### config.mk
export PLATFORM = sky130hd
export DESIGN_NAME = sdcd_decoder_flat
export DESIGN_NICKNAME = d
export VERILOG_FILES = /design/src/hdl/sdcd_pkg.sv /design/src/hdl/sdcd_bus_if.sv /design/src/hdl/sdcd_decoder.sv /design/src/flat_wrapper.sv
export SDC_FILE = /design/constraint.sdc
export NUM_CORES = 1
export LEC_CHECK = 0
export BUFFER_PORTS_ARGS = -buffer_cell sky130_fd_sc_hd__buf_2
export CAP_MARGIN = 30
export CORE_UTILIZATION = 53
export DETAILED_ROUTE_END_ITERATION = 12
export PLACE_DENSITY = 0.84
export SLEW_MARGIN = 10
export SYNTH_ARGS = -nofsm -noshare
export SYNTH_HDL_FRONTEND = slang
export SYNTH_SLANG_ARGS = --single-unit
### constraint.sdc
create_clock -name sys_clk -period 2.83 [get_ports sys_clk]
set_input_delay 0.566 -clock sys_clk [delete_from_list [all_inputs] [get_ports sys_clk]]
set_output_delay 0.566 -clock sys_clk [all_outputs]
set_load 0.01 [all_outputs]
### src/hdl/sdcd_pkg.sv
// package: command codes, decoder states and timing constants
package sdcd_pkg;
    localparam int BANK_W_DEF = 3;
    localparam int ROW_W_DEF  = 14;
    localparam int COL_W_DEF  = 10;
    localparam int AP_BIT     = 10;
    localparam int OTF_BIT    = 12;
    localparam int SRX_WR_WAIT_NCK = 512;
    localparam logic [3:0] BURST_BL8 = 4'h8;
    localparam logic [3:0] BURST_BC4 = 4'h4;
    localparam logic [3:0] BURST_ONE = 4'h1;

    typedef enum logic [4:0] {
        SDCD_DES   = 5'h00,
        SDCD_NOP   = 5'h01,
        SDCD_MRS   = 5'h02,
        SDCD_REF   = 5'h03,
        SDCD_SRE   = 5'h04,
        SDCD_SRX   = 5'h05,
        SDCD_PRE   = 5'h06,
        SDCD_PREA  = 5'h07,
        SDCD_ACT   = 5'h08,
        SDCD_WR    = 5'h09,
        SDCD_WRA   = 5'h0A,
        SDCD_RD    = 5'h0B,
        SDCD_RDA   = 5'h0C,
        SDCD_PDE   = 5'h0D,
        SDCD_PDX   = 5'h0E,
        SDCD_ZQCL  = 5'h0F,
        SDCD_ZQCS  = 5'h10,
        SDCD_ILL   = 5'h11
    } sdcd_cmd_t;

    typedef enum logic [1:0] {
        SDCD_ST_IDLE = 2'b00,
        SDCD_ST_PD   = 2'b01,
        SDCD_ST_SR   = 2'b10
    } sdcd_state_t;
endpackage : sdcd_pkg

### src/hdl/sdcd_bus_if.sv
// interface: command and address bus between controller and decoder
`timescale 1ns/1ns
interface sdcd_bus_if #(
    parameter int BANK_W = 3,
    parameter int ADDR_W = 14
);
    logic              csN;
    logic              rasN;
    logic              casN;
    logic              weN;
    logic              cke;
    logic              odt;
    logic [BANK_W-1:0] bank;
    logic [ADDR_W-1:0] addr;

    modport ctrl (output csN, rasN, casN, weN, cke, odt, bank, addr);
    modport dev  (input  csN, rasN, casN, weN, cke, odt, bank, addr);
endinterface : sdcd_bus_if

### src/hdl/sdcd_decoder.sv
// device end: samples the command bus and decodes each command
// Notes on behaviour
// - decode from edge-sampled strobes, cke prior/current
// - bank, row, column widths are parameters
// - reset only synchronous, never a command
// - bank address picks one of eight banks
// - all strobes low, cke high: mode set
// - write: ras high, cas/we low, A10 low
// - on-the-fly: A12 low chop four, high eight
// - write with A10 high auto-precharges bank
// - read like write but we high
// - read with A10 high auto-precharges bank
// - bursts run to completion; otfEnable input picks fixed/otf
// - nop leaves running burst unaffected
// - controller issues nop when idle
// - deselect behaves exactly like nop
// - no refresh in power-down; controller schedules
// - odt ignored by decode, off in self refresh
// - self-refresh exit taken only with sys_clk running
// - controller waits 512 cycles before write
// - valid inputs driven to defined levels
// - power-down entry/exit only with nop/deselect
// - self-refresh entry only with banks idle
`timescale 1ns/1ns
module sdcd_decoder
    import sdcd_pkg::*;
#(
    parameter int BANK_W = BANK_W_DEF,
    parameter int ROW_W  = ROW_W_DEF,
    parameter int COL_W  = COL_W_DEF
) (
    input  wire logic               sys_clk,
    input  wire logic               rst_n,
    sdcd_bus_if.dev                 bus,
    input  wire logic               otfEnable,
    input  wire logic               fixedChop,
    output sdcd_cmd_t               cmdOut,
    output logic                    cmdValid,
    output logic [BANK_W-1:0]       cmdBank,
    output logic [ROW_W-1:0]        cmdAddr,
    output logic                    cmdAutoPre,
    output logic [3:0]              cmdBurst,
    output logic                    burstBusy,
    output sdcd_state_t             powerState,
    output logic                    odtActive,
    output logic [(1<<BANK_W)-1:0]  bankOpen
);
    typedef struct packed {
        logic                   ckePrev;
        sdcd_cmd_t              cmd;
        logic                   valid;
        logic [BANK_W-1:0]      bank;
        logic [ROW_W-1:0]       addr;
        logic                   autoPre;
        logic [3:0]             burst;
        logic [3:0]             beats;
        logic                   preAtEnd;
        logic [BANK_W-1:0]      preBank;
        sdcd_state_t            pstate;
        logic                   odtOn;
        logic [(1<<BANK_W)-1:0] open;
    } sdcd_dec_t;

    // prior cke resets high: a low start would fake an exit on the
    // first edge after reset, since the controller idles with cke up
    localparam sdcd_dec_t S_RST = '{
        ckePrev: 1'b1,
        cmd:     SDCD_DES,
        pstate:  SDCD_ST_IDLE,
        default: '0
    };

    sdcd_dec_t              s_q;
    sdcd_dec_t              s_d;
    sdcd_cmd_t              dc;
    logic                   selected;
    logic [3:0]             bl;
    logic                   burstEnd;
    wire [(1<<BANK_W)-1:0]  openNext;

    // pins registered by the controller are sampled on the next sys_clk edge
    always_comb begin
        selected = !bus.csN;
        dc = SDCD_ILL;
        if (s_q.ckePrev && bus.cke) begin
            if (!selected) begin
                dc = SDCD_DES;
            end else begin
                case ({bus.rasN, bus.casN, bus.weN})
                    3'b000: dc = SDCD_MRS;
                    3'b001: dc = SDCD_REF;
                    3'b010: dc = bus.addr[AP_BIT] ? SDCD_PREA : SDCD_PRE;
                    3'b011: dc = SDCD_ACT;
                    3'b100: dc = bus.addr[AP_BIT] ? SDCD_WRA : SDCD_WR;
                    3'b101: dc = bus.addr[AP_BIT] ? SDCD_RDA : SDCD_RD;
                    3'b110: dc = bus.addr[AP_BIT] ? SDCD_ZQCL : SDCD_ZQCS;
                    3'b111: dc = SDCD_NOP;
                    default: dc = SDCD_ILL;
                endcase
            end
        end else if (s_q.ckePrev && !bus.cke) begin
            if (selected && {bus.rasN, bus.casN, bus.weN} == 3'b001) begin
                dc = SDCD_SRE;
            end else begin
                dc = SDCD_PDE;
            end
        end else if (!s_q.ckePrev && bus.cke) begin
            // exit keyed on cke alone; strobes may float while asleep
            // the exit still needs sys_clk running when cke rises
            dc = (s_q.pstate == SDCD_ST_SR) ? SDCD_SRX : SDCD_PDX;
        end else begin
            dc = SDCD_ILL;
        end

        if (otfEnable) begin
            bl = bus.addr[OTF_BIT] ? BURST_BL8 : BURST_BC4;
        end else begin
            bl = fixedChop ? BURST_BC4 : BURST_BL8;
        end
    end

    // last beat of a burst that asked for auto-precharge
    assign burstEnd = (s_q.beats == BURST_ONE) && s_q.preAtEnd;

    // per-bank open flag; an activate wins over a close in one cycle
    for (genvar b = 0; b < (1 << BANK_W); b++) begin : g_bank
        logic hitCmd;
        logic hitEnd;
        logic openB;
        assign hitCmd = (bus.bank == BANK_W'(b));
        assign hitEnd = burstEnd && (s_q.preBank == BANK_W'(b));
        always_comb begin
            if (dc == SDCD_ACT && hitCmd) begin
                openB = 1'b1;
            end else if (dc == SDCD_PREA) begin
                openB = 1'b0;
            end else if (dc == SDCD_PRE && hitCmd) begin
                openB = 1'b0;
            end else if (hitEnd) begin
                openB = 1'b0;
            end else begin
                openB = s_q.open[b];
            end
        end
        assign openNext[b] = openB;
    end : g_bank

    // whole decoder state: one copy filled here, flopped below
    always_comb begin
        s_d = s_q;
        s_d.ckePrev = bus.cke;
        s_d.valid = 1'b0;
        if (s_q.beats != 4'h0) begin
            s_d.beats = s_q.beats - BURST_ONE;
            if (burstEnd) begin
                s_d.preAtEnd = 1'b0;
            end
        end
        if (dc != SDCD_ILL || !s_q.ckePrev) begin
            s_d.cmd = dc;
            s_d.valid = (dc != SDCD_ILL);
            s_d.bank = bus.bank;
            s_d.addr = bus.addr;
            s_d.autoPre = bus.addr[AP_BIT];
            s_d.burst = 4'h0;
        end
        // bank flags come from the per-bank loop above
        s_d.open = openNext;
        case (dc)
            SDCD_WR, SDCD_WRA, SDCD_RD, SDCD_RDA: begin
                // a new burst while one runs is refused: no interruption
                if (s_q.beats == 4'h0) begin
                    s_d.burst = bl;
                    s_d.beats = bl;
                    s_d.preAtEnd = bus.addr[AP_BIT];
                    s_d.preBank = bus.bank;
                end
            end
            SDCD_SRE: s_d.pstate = SDCD_ST_SR;
            SDCD_PDE: s_d.pstate = SDCD_ST_PD;
            SDCD_SRX, SDCD_PDX: s_d.pstate = SDCD_ST_IDLE;
            default: s_d.pstate = s_q.pstate;
        endcase
        // termination follows the pin except in self refresh
        s_d.odtOn = bus.odt && (s_d.pstate != SDCD_ST_SR);
    end

    always_ff @(posedge sys_clk) begin
        if (!rst_n) begin
            s_q <= S_RST;
        end else begin
            s_q <= s_d;
        end
    end

    // cmdValid is high for nop and deselect too, both are decoded
    assign cmdOut     = s_q.cmd;
    assign cmdValid   = s_q.valid;
    assign cmdBank    = s_q.bank;
    assign cmdAddr    = s_q.addr;
    assign cmdAutoPre = s_q.autoPre;
    assign cmdBurst   = s_q.burst;
    assign burstBusy  = (s_q.beats != 4'h0);
    assign powerState = s_q.pstate;
    assign odtActive  = s_q.odtOn;
    assign bankOpen   = s_q.open;
    // COL_W documents the column field inside cmdAddr
endmodule : sdcd_decoder

### src/flat_wrapper.sv
// flat-port wrapper written by rule: the top's interface ports become plain ports
module sdcd_decoder_flat import sdcd_pkg::*;
#(
    parameter int BANK_W = BANK_W_DEF,
    parameter int ROW_W  = ROW_W_DEF,
    parameter int COL_W  = COL_W_DEF
)
  (sys_clk, rst_n, otfEnable, fixedChop, cmdOut, cmdValid, cmdBank, cmdAddr, cmdAutoPre, cmdBurst, burstBusy, powerState, odtActive, bankOpen, bus_csN, bus_rasN, bus_casN, bus_weN, bus_cke, bus_odt, bus_bank, bus_addr);
  sdcd_bus_if #(.BANK_W(BANK_W)) bus_i ();
  input  wire logic sys_clk;
  input  wire logic rst_n;
  input  wire logic otfEnable;
  input  wire logic fixedChop;
  output sdcd_cmd_t cmdOut;
  output logic cmdValid;
  output logic [BANK_W-1:0] cmdBank;
  output logic [ROW_W-1:0] cmdAddr;
  output logic cmdAutoPre;
  output logic [3:0] cmdBurst;
  output logic burstBusy;
  output sdcd_state_t powerState;
  output logic odtActive;
  output logic [(1<<BANK_W)-1:0] bankOpen;
  input wire logic [$bits(bus_i.csN)-1:0] bus_csN;
  input wire logic [$bits(bus_i.rasN)-1:0] bus_rasN;
  input wire logic [$bits(bus_i.casN)-1:0] bus_casN;
  input wire logic [$bits(bus_i.weN)-1:0] bus_weN;
  input wire logic [$bits(bus_i.cke)-1:0] bus_cke;
  input wire logic [$bits(bus_i.odt)-1:0] bus_odt;
  input wire logic [$bits(bus_i.bank)-1:0] bus_bank;
  input wire logic [$bits(bus_i.addr)-1:0] bus_addr;
  assign bus_i.csN = bus_csN;
  assign bus_i.rasN = bus_rasN;
  assign bus_i.casN = bus_casN;
  assign bus_i.weN = bus_weN;
  assign bus_i.cke = bus_cke;
  assign bus_i.odt = bus_odt;
  assign bus_i.bank = bus_bank;
  assign bus_i.addr = bus_addr;
  sdcd_decoder #(.BANK_W(BANK_W), .ROW_W(ROW_W), .COL_W(COL_W)) u_core (.sys_clk(sys_clk), .rst_n(rst_n), .bus(bus_i), .otfEnable(otfEnable), .fixedChop(fixedChop), .cmdOut(cmdOut), .cmdValid(cmdValid), .cmdBank(cmdBank), .cmdAddr(cmdAddr), .cmdAutoPre(cmdAutoPre), .cmdBurst(cmdBurst), .burstBusy(burstBusy), .powerState(powerState), .odtActive(odtActive), .bankOpen(bankOpen));
endmodule
* Yosys cells after proc, flatten, opt, wreduce, memory -nomap -nowiden
Index checks and enable logic that the tools add are counted.
** Word-level totals
- ROM bits :: 0
- Bits in latches :: 0
- Flip-flop bits (word level) :: 48
- Logic and storage cells :: 160
- RAM bits :: 0
- Memories :: 0
** Operators by class
- Multiply operators :: 0
- Muxes and demuxes :: 52
- Add/subtract/negate cells :: 1
- Equal/unequal tests :: 36
- Reductions and logical operators :: 51
- Magnitude comparators :: 0
- Bitwise operators :: 0
- Shift operators :: 0
- Divide/modulo/power cells :: 0
** Operators with widths (number)
- $pmux 5 s8 :: 1
- $eq 3x3->1 const B :: 12
- $reduce_bool 4->1 :: 9
- $eq 5x4->1 const B :: 7
- $mux 1 :: 34
- $logic_and 1x1->1 :: 30
- $mux 5 :: 6
- $mux 12 :: 2
- $mux 4 :: 6
- $eq 5x3->1 const B :: 4
- $eq 3x2->1 const B :: 6
- $eq 3x1->1 const B :: 3
- $logic_not 3->1 :: 3
- $pmux 2 s3 :: 1
- $ne 5x5->1 const B :: 1
- $eq 4x1->1 const B :: 1
- $logic_not 4->1 :: 1
- $reduce_and 2->1 :: 2
- $reduce_or 4->1 :: 1
- $sub 4x1->4 const B :: 1
- $logic_not 1->1 :: 3
- $mux 3 :: 1
- $eq 2x2->1 const B :: 1
- $mux 2 :: 1
- 3 further kinds :: 3

* Logic depth before layout (Yosys ltp)
Gate-level depths: netlist of run 1.
- Depth in word-level cells :: 10
- Depth in mapped cells :: 10
- Depth with buffers taken out :: 9

* Worst setup path before layout of run 1
Ideal clock, no wire load.
- Path kind :: input -> register
- Start point :: in bus_cke
- End point :: reg u_core.s_q (netlist bit u_core.bankOpen[4])
- Cell stages on the path :: 8
- Buffers on the path :: 0
- Setup time :: 0.083 ns
- Arrival :: 2.509 ns
- Path slack :: 0.238 ns
- Path through :: ha_1 > nand2b_1 > a311o_1 > o221a_2 > nand2b_4 > or4_1 > or2_4 > o31ai_4
** Between the ends
- Word-level cells in the longest chain between the ends :: 9
- Elaborated cells between the ends (all ways) :: 16
- Classes of those cells :: eq/ne: 3; mux: 6; reduce/logical: 7
** Ends and longest elaborated chain
- from (decl) :: RTL line flat_wrapper.sv:28 : input wire logic [$bits(bus_i.cke)-1:0] bus_cke;
- $logic_and 1x1->1 or $logic_not 1->1 (tied branches) :: RTL line sdcd_decoder.sv:107, sdcd_decoder.sv:101
- $mux 5 or $logic_and 1x1->1 (tied branches) :: RTL line sdcd_decoder.sv:107, sdcd_decoder.sv:101
- $mux 5 :: RTL line sdcd_decoder.sv:101 : end else if (s_q.ckePrev && !bus.cke) begin
- $mux 5 (*) :: RTL line sdcd_decoder.sv:85 : if (s_q.ckePrev && bus.cke) begin
- $eq 5x3->1 :: RTL line sdcd_decoder.sv:137 : end else if (dc == SDCD_PRE && hitCmd) begin
- $logic_and 1x1->1 :: RTL line sdcd_decoder.sv:137
- $mux 1 :: RTL line sdcd_decoder.sv:137
- $mux 1 :: RTL line sdcd_decoder.sv:135 : end else if (dc == SDCD_PREA) begin
- $mux 1 :: RTL line sdcd_decoder.sv:133 : if (dc == SDCD_ACT && hitCmd) begin
- to (signal assigned) :: RTL line sdcd_decoder.sv:190 : s_q <= S_RST;
- to (signal assigned) :: RTL line sdcd_decoder.sv:192 : s_q <= s_d;
- to (decl) :: RTL line sdcd_decoder.sv:73 : sdcd_dec_t s_q;
Mark *: on every way between the ends. The rest lies on a longest branch, timed or not.
A chain may end at the register's enable or synchronous reset.

* Worst setup path after layout of run 1
- Start point :: reg u_core.s_q[47] in the netlist's numbering
- End point :: reg u_core.s_q[18] in the netlist's numbering
** Between the ends
- Word-level cells in the longest chain between the ends :: 8
- Elaborated cells between the ends (all ways) :: 13
- Classes of those cells :: eq/ne: 4; mux: 4; reduce/logical: 5
** Ends and longest elaborated chain
- $logic_not 1->1 :: RTL line sdcd_decoder.sv:107 : end else if (!s_q.ckePrev && bus.cke) begin
- $logic_and 1x1->1 :: RTL line sdcd_decoder.sv:107
- $mux 5 :: RTL line sdcd_decoder.sv:107
- $mux 5 :: RTL line sdcd_decoder.sv:101
- $mux 5 (*) :: RTL line sdcd_decoder.sv:85
- $eq 5x4->1 :: RTL line sdcd_decoder.sv:169 : case (dc)
- $reduce_or 4->1 (*) :: RTL line sdcd_decoder.sv:169
- $mux 12 (*) :: RTL line sdcd_decoder.sv:169
Marks and branches as above.

==> metrics.txt, run 1 <==
sequential share of power=47.3%; post-synthesis xor/xnor area fraction=less than 1%; Post-CTS Resized=0; status=completed; CTS Buf Count=5; postcts setup bufs=0; pwr dens=575 nW/um2; Seq/Total Area, Yosys=between 30% and 40%; Worst path slowest cell=or4_4; Clock Tree Root=clkbuf_8; hold buffer count at cts=0; Die Height=71.8 um; Pins Over Slew Limit=0; Internal=0.00107 W; Clock Latency Late Sink=0.30 ns; RSZ-0062 raised after global routing=no; Gate power share=27.5%; via count=2245; row count=25; Inserted Diodes=0; Die Width=a little over 70 um; most frequent cells in the layout=buf_2, nand2_1, dfxtp_1; Synth Instances=approximately 310; vias in the first global route=slightly below 2000; final core utilization=between 50 and 60%; Top FF cell, synth=dfxtp_1; hold_sp=u_core.cmdAddr[0]; DRT Pass-1 Iters=8; # IOs=67; post-synthesis compound-gate area fraction=21.2%; synth unique cells=57; Switching Power=0.000528 W; total grt overflow=0; CP max FO=10; commonest non-fill, non-tap cell in the layout=buf_2; Bufs on Longest Clock Path=2; Residual DRC=0; RePlAce Congestion=0.875; yosys warns=0; Yosys reg bits=47; Crit path required time=about 3.1 ns; Worst R2R Start=u_core.s_q[47]; synth top area cells=dfxtp_1, buf_4, nand2_1; CP Launch Type=flop; synthesized area per cell=around 8.3 um2; layout cells sized above 1=28.1%; number of synthesized flops with an enable pin=0; switch share=33.1%; Post-Synth Simple-Gate Area=a little under a quarter; first-pass GRT wire length=just under 9000 um; post-synth top area cell=dfxtp_1; Layout area overhead=7.27%; Critical Path Start=u_core.s_q[47]; fin crit period=between 2 and 3 ns; Post-Syn Area=around 2600 um2; Syn Nets=346; final clock skew=roughly 0.0055 ns; post-synth top area share=36.4%; post-route ant nets=0; hpwl dp=3970 um; gr usage total=21.9%; multiplexer share of the synthesized area=0.388%; Post-Synth Adder-Cell Area=2.91%; Total Wirelength=5530 um; TritonCTS clock tree=yes; Via-to-Cell Ratio=around 5.7; Max Freq=387 MHz; max cap viols=0; largest family of logic cells by synthesized area=simple AND/OR/NAND/NOR gates; endpoint type of the worst setup path=flop; Fin Setup TNS=0 ns; Critical Path Max Stage Delay=roughly 0.47 ns; final worst path period share=91.2%; final setup violating endpoints=0; crit path cell chain=ha_1, nand2b_1, nor3_2, nor3_1, or4_4, a211oi_4, nand3_1, o21ai_1; static leakage=1.28 nW; post-route cell area=2770 um2; I/O Buffers=66; Hold Crit Class=reg -> reg; CP Class=reg -> reg; nets=375; initial antenna violation count=0; Worst-path clk slew=0.09 ns; Clk pwr share=25.3%; Max IR drop VDD=roughly 0.36 mV; largest net degree at the start of global routing=30; Arr. time, crit path=approximately 2.8 ns; Final Hold Fails=0; CTS HTree Levels=2; Die Area=5160 um2; core area=roughly 4700 um2; Async SR Flop Fraction=0%; slew of the pin with the lowest slew margin=0.918 ns; max_slew headroom=between 30% and 40%; Initial Utilization=55.0%; Initial DRC Count=approximately 120; Wirelength per Cell=between 10 and 15 um; CTS Sinks=47; placed cell area=2690 um2
-- registers in the layout, indices dropped and copies added (netlist names) --
register and flops:
u_core.cmdBurst 4, u_core.cmdAddr 14, u_core.odtActive 1, u_core.powerState 2, u_core.bankOpen 8, u_core.cmdValid 1
u_core.s_q 9, u_core.cmdBank 3, u_core.cmdOut 5
-- power by group through the flow --
stage	Sequential [W]	Clock [W]	Combinational (W)
after floorplan	0.000762	0	0.000338
after global placement	0.000766	0	0.000415
after detailed placement	0.000768	0	0.000434
after CTS	0.000753	0.000413	0.000436
after global routing	0.000760	0.000434	0.000487
final	0.000753	0.000402	0.000437
-- cell type report --
| type | instances | area, um2 |
|---|---|---|
| clock inverter | 2 | 13.8 |
| sequential | 47 | 941 |
| clock buffer | 5 | 68.8 |
| fill | 427 | 1920 |
| timing repair buffer | 74 | 390 |
| tap | 54 | 67.6 |
| multi-input combinational | 202 | 1240 |
| inverter | 12 | 45.0 |
-- logic make-up (layout without fill, tap and decap cells) --
logic type | count (synthesis) | after routing
AOI/OAI and AO/OA | 79 | 79
DFF | 47 | 47
xor gates and xnor gates | 1 | 1
buffers and inverters | 64 | 93
muxes | 1 | 1
adders and majority gates | 6 | 6
and+or+nand+nor | 115 | 115
-- final timing paths --
| check | to | slack (ns) | depth (start not counted) |
|---|---|---|---|
| setup / recovery | u_core.s_q[18] | 0.25 | 8 |
| hold / removal | u_core.cmdAddr[0] | 0.45 | 2 |
| hold reg to reg | u_core.cmdAddr[0] | 0.45 | 2 |
| setup reg to reg | u_core.s_q[18] | 0.25 | 8 |
-- metrics by stage --
stage          instances  power (W)  hold WS, ns  worst slack (ns)
3_3_place_gp         389    0.00118        0.436             0.165
6_report             396    0.00159        0.451             0.249
3_5_place_dp         389    0.00120        0.440            0.0678
2_1_floorplan        313    0.00110        0.432             0.238
5_1_grt              396    0.00168        0.473            0.0713
4_1_cts              396    0.00160        0.453             0.276
-- routing by layer --
layer	GRT usage [%]	wire, um
met5	0	0
met4	11.5	142
met3	5.20	282
met2	35.8	2680
met1	26.6	2430
-- worst max-delay path: cells and delay by family (launching register included) --
| kind | cells | cell delay, ns |
|---|---|---|
| compound gates | 2 | 0.58 |
| fa+ha+maj | 1 | 0.21 |
| flops | 1 | 0.42 |
| simple gates | 5 | 1.29 |
-- synthesized netlist by cell type, drive strengths merged, types with 4 or more instances --
cell type	number
a21oi	33
o31ai	4
a31oi	5
buf	42
o21ai	10
nor2	13
nand2b	12
inv	12
o22ai	4
ha	6
dfxtp	47
clkbuf	10
nand3	9
nor3	6
nand2	51
Note: power is estimated with default switching activity, not from simulation.
==> inputs of run 2 (changes only) <==
--- a/config.mk
+++ b/config.mk
@@ -5,6 +5,7 @@
 export SDC_FILE = /design/constraint.sdc
 export NUM_CORES = 1
 export LEC_CHECK = 0
+export ABC_AREA = 1
 export BUFFER_PORTS_ARGS = -buffer_cell sky130_fd_sc_hd__buf_2
 export CAP_MARGIN = 30
 export CORE_UTILIZATION = 53
==> run 2 against run 1 <==
Net effect:
- clock power up 46%
- critical path depth grew 3
- hold slack got worse by 0.023 ns
- critical endpoint is now u_core.cmdOut[2]
- sequential share of layout area shrank 1.5 points
- critical path type unchanged
- setup slack gained 0.27 ns
==> metrics.txt, run 2 <==
Async SR Flop Fraction=0%; Initial DRC Count=190; CTS HTree Levels=2; Worst-path clk slew=0.09 ns; Synth Instances=380; delay-heaviest family, CP=simple AND/OR/NAND/NOR gates; post-route ant nets=0; Die Width=72.6 um; number of synthesized flops with an enable pin=0; Max Freq=434 MHz; Worst R2R Start=u_core.s_q[47]; Bufs on Longest Clock Path=2; max_slew headroom=roughly 65%; row count=25; final clock skew=0.00608 ns; yosys warns=0; Max IR drop VDD=roughly 0.48 mV; endpoint type of the worst setup path=flop; Clock Tree Root=clkbuf_8; Final Hold Fails=0; Layout area overhead=9.51%; # IOs=67; synth unique cells=33; Via-to-Cell Ratio=roughly 5.2; critical path depth=11; total power=0.00193 W; most common cell in the netlist=nand2_1; Critical Path Max Stage Delay=0.45 ns; nets=444; Seq/Total Area, Yosys=35.6%; crit path cell chain=ha_1, nand2_1, nor2_1, nand3_1, o21ai_2, inv_2, nor2_4, nand3_4, clkinv_2, nand2_1, a21oi_1; max reg flops=14; Arr. time, crit path=2.52 ns; Pins Over Slew Limit=0; Crit path required time=3.05 ns; worst hold slack=0.428 ns; slew of the pin with the lowest slew margin=0.526 ns; status=completed; Min-Delay Endpoint=u_core.cmdBurst[1]; Post-CTS Resized=0; R2R setup slack=0.52 ns; gr usage total=23.0%; commonest non-fill, non-tap cell in the layout=buf_2; CP Launch Type=flop; hpwl dp=approximately 4300 um; final core utilization=60.9%; RSZ-0062 raised after global routing=no; Syn Nets=between 400 and 500; hold_sp=u_core.cmdBurst[1]; Total Wirelength=5890 um; Inserted Diodes=0; core area=4750 um2; initial antenna violation count=0; RePlAce Congestion=0.873; Die Area=about 5300 um2; largest net degree at the start of global routing=31; max cap viols=0; hold path cells=2; Synth top cells by count=nand2_1, nor2_1, dfxtp_1; Residual DRC=0; TritonCTS clock tree=yes; post-synth top area share=35.6%; I/O Buffers=66; CP max FO=26; CP most frequent cell=nand2_1; layout cells sized above 1=23.3%; synth top area cells=dfxtp_1, buf_4, nand2_1; CP Class=reg -> reg; Die Height=72.6 um; final worst path period share=81.5%; Wirelength per Cell=12.3 um; most frequent cells in the layout=buf_2, nand2_1, nor2_1; FF-to-FF End=u_core.cmdOut[2]; Worst path slowest cell=dfxtp_1; CTS Sinks=47; Clock Latency Late Sink=0.30 ns; CTS Buf Count=5; CP Buf/Inv Count=2; final setup violating endpoints=0; postcts setup bufs=0; Fin Setup TNS=0 ns; fin crit period=2.31 ns; static leakage=1.37 nW; post-synth top area cell=dfxtp_1; Register-to-Register Path Depth=11; vias in the first global route=2137; Yosys reg bits=47; pwr dens=667 nW/um2; DRT Pass-1 Iters=4; Hold Crit Class=reg -> reg; first-pass GRT wire length=9590 um; via count=between 2000 and 2500; synthesized area per cell=~7.0 um2; Post-Syn Area=2640 um2; Top FF cell, synth=dfxtp_1; hold buffer count at cts=0; Initial Utilization=55.6%; total grt overflow=0
run 2: changes by cell type in the layout (fill, tap and decap cells not counted), sizes merged, moves of 9 or more:
cell,previous run,this run
nand2b,12,0
nand3,9,32
nand2,51,64
nor2,13,66
inv,12,41
a21oi,33,24
o21ai,10,28
run 2: logic make-up (layout without fill, tap and decap cells):
group / after synthesis / after routing / share of synthesized area [%]
AO/OA/AOI/OAI: 61 / 61 / 12.6
buffers and inverters: 87 / 119 / 17.9
AND/OR/NAND/NOR: 179 / 179 / 31.0
flip-flops: 47 / 47 / 35.6
adder cells (fa/ha/maj): 6 / 6 / 2.84
run 2: worst max-delay path by stage:
stage / from / end / slack (ns)
final: u_core.s_q[47] / u_core.cmdOut[2] / 0.52
after global routing: u_core.s_q[47] / u_core.bankOpen[1] / 0.33
after CTS: u_core.s_q[47] / u_core.cmdOut[1] / 0.57
after detailed placement: bus_cke / u_core.cmdAddr[5] / 0.36
after global placement: bus_cke / u_core.cmdBurst[1] / 0.46
after floorplan: bus_cke / u_core.cmdOut[0] / 0.85
run 2: report_power, final:
group / switching [W] / internal, W
logic: 0.000361 / 0.000197
registers: 0.0000548 / 0.000732
clock network: 0.000235 / 0.000352
run 2: layer usage:
metal,GRT usage [%],part of all wire (%),wire [um],vias up
li1,-,-,-,1249
met1,29.4,45,2680,1144
met2,40.0,49,2880,82
met3,4.01,4.5,265,10
met4,6.54,1.1,63,0
met5,0,0,0,-
run 2: final cells by class:
type / instances / area (um2)
clock buffer: 5 / 68.8
tap: 67 / 83.8
fill: 462 / 1860
inverter: 44 / 166
clock inverter: 3 / 67.6
timing repair buffer: 67 / 338
sequential: 47 / 941
multi-input combinational: 246 / 1230
run 2: tightest hold or removal path: stages (launching register included):
cell     delay (ns)
dfxtp_1        0.32
inv_1          0.04
nor2_1         0.03
run 2: through the flow:
step                      worst slack (ns)  instances  area [um2]
after global routing                 0.329        479        2900
after floorplan                      0.847        380        2640
after global placement               0.464        471        2760
after CTS                            0.572        479        2900
after detailed placement             0.356        471        2760
final                                0.524        479        2900
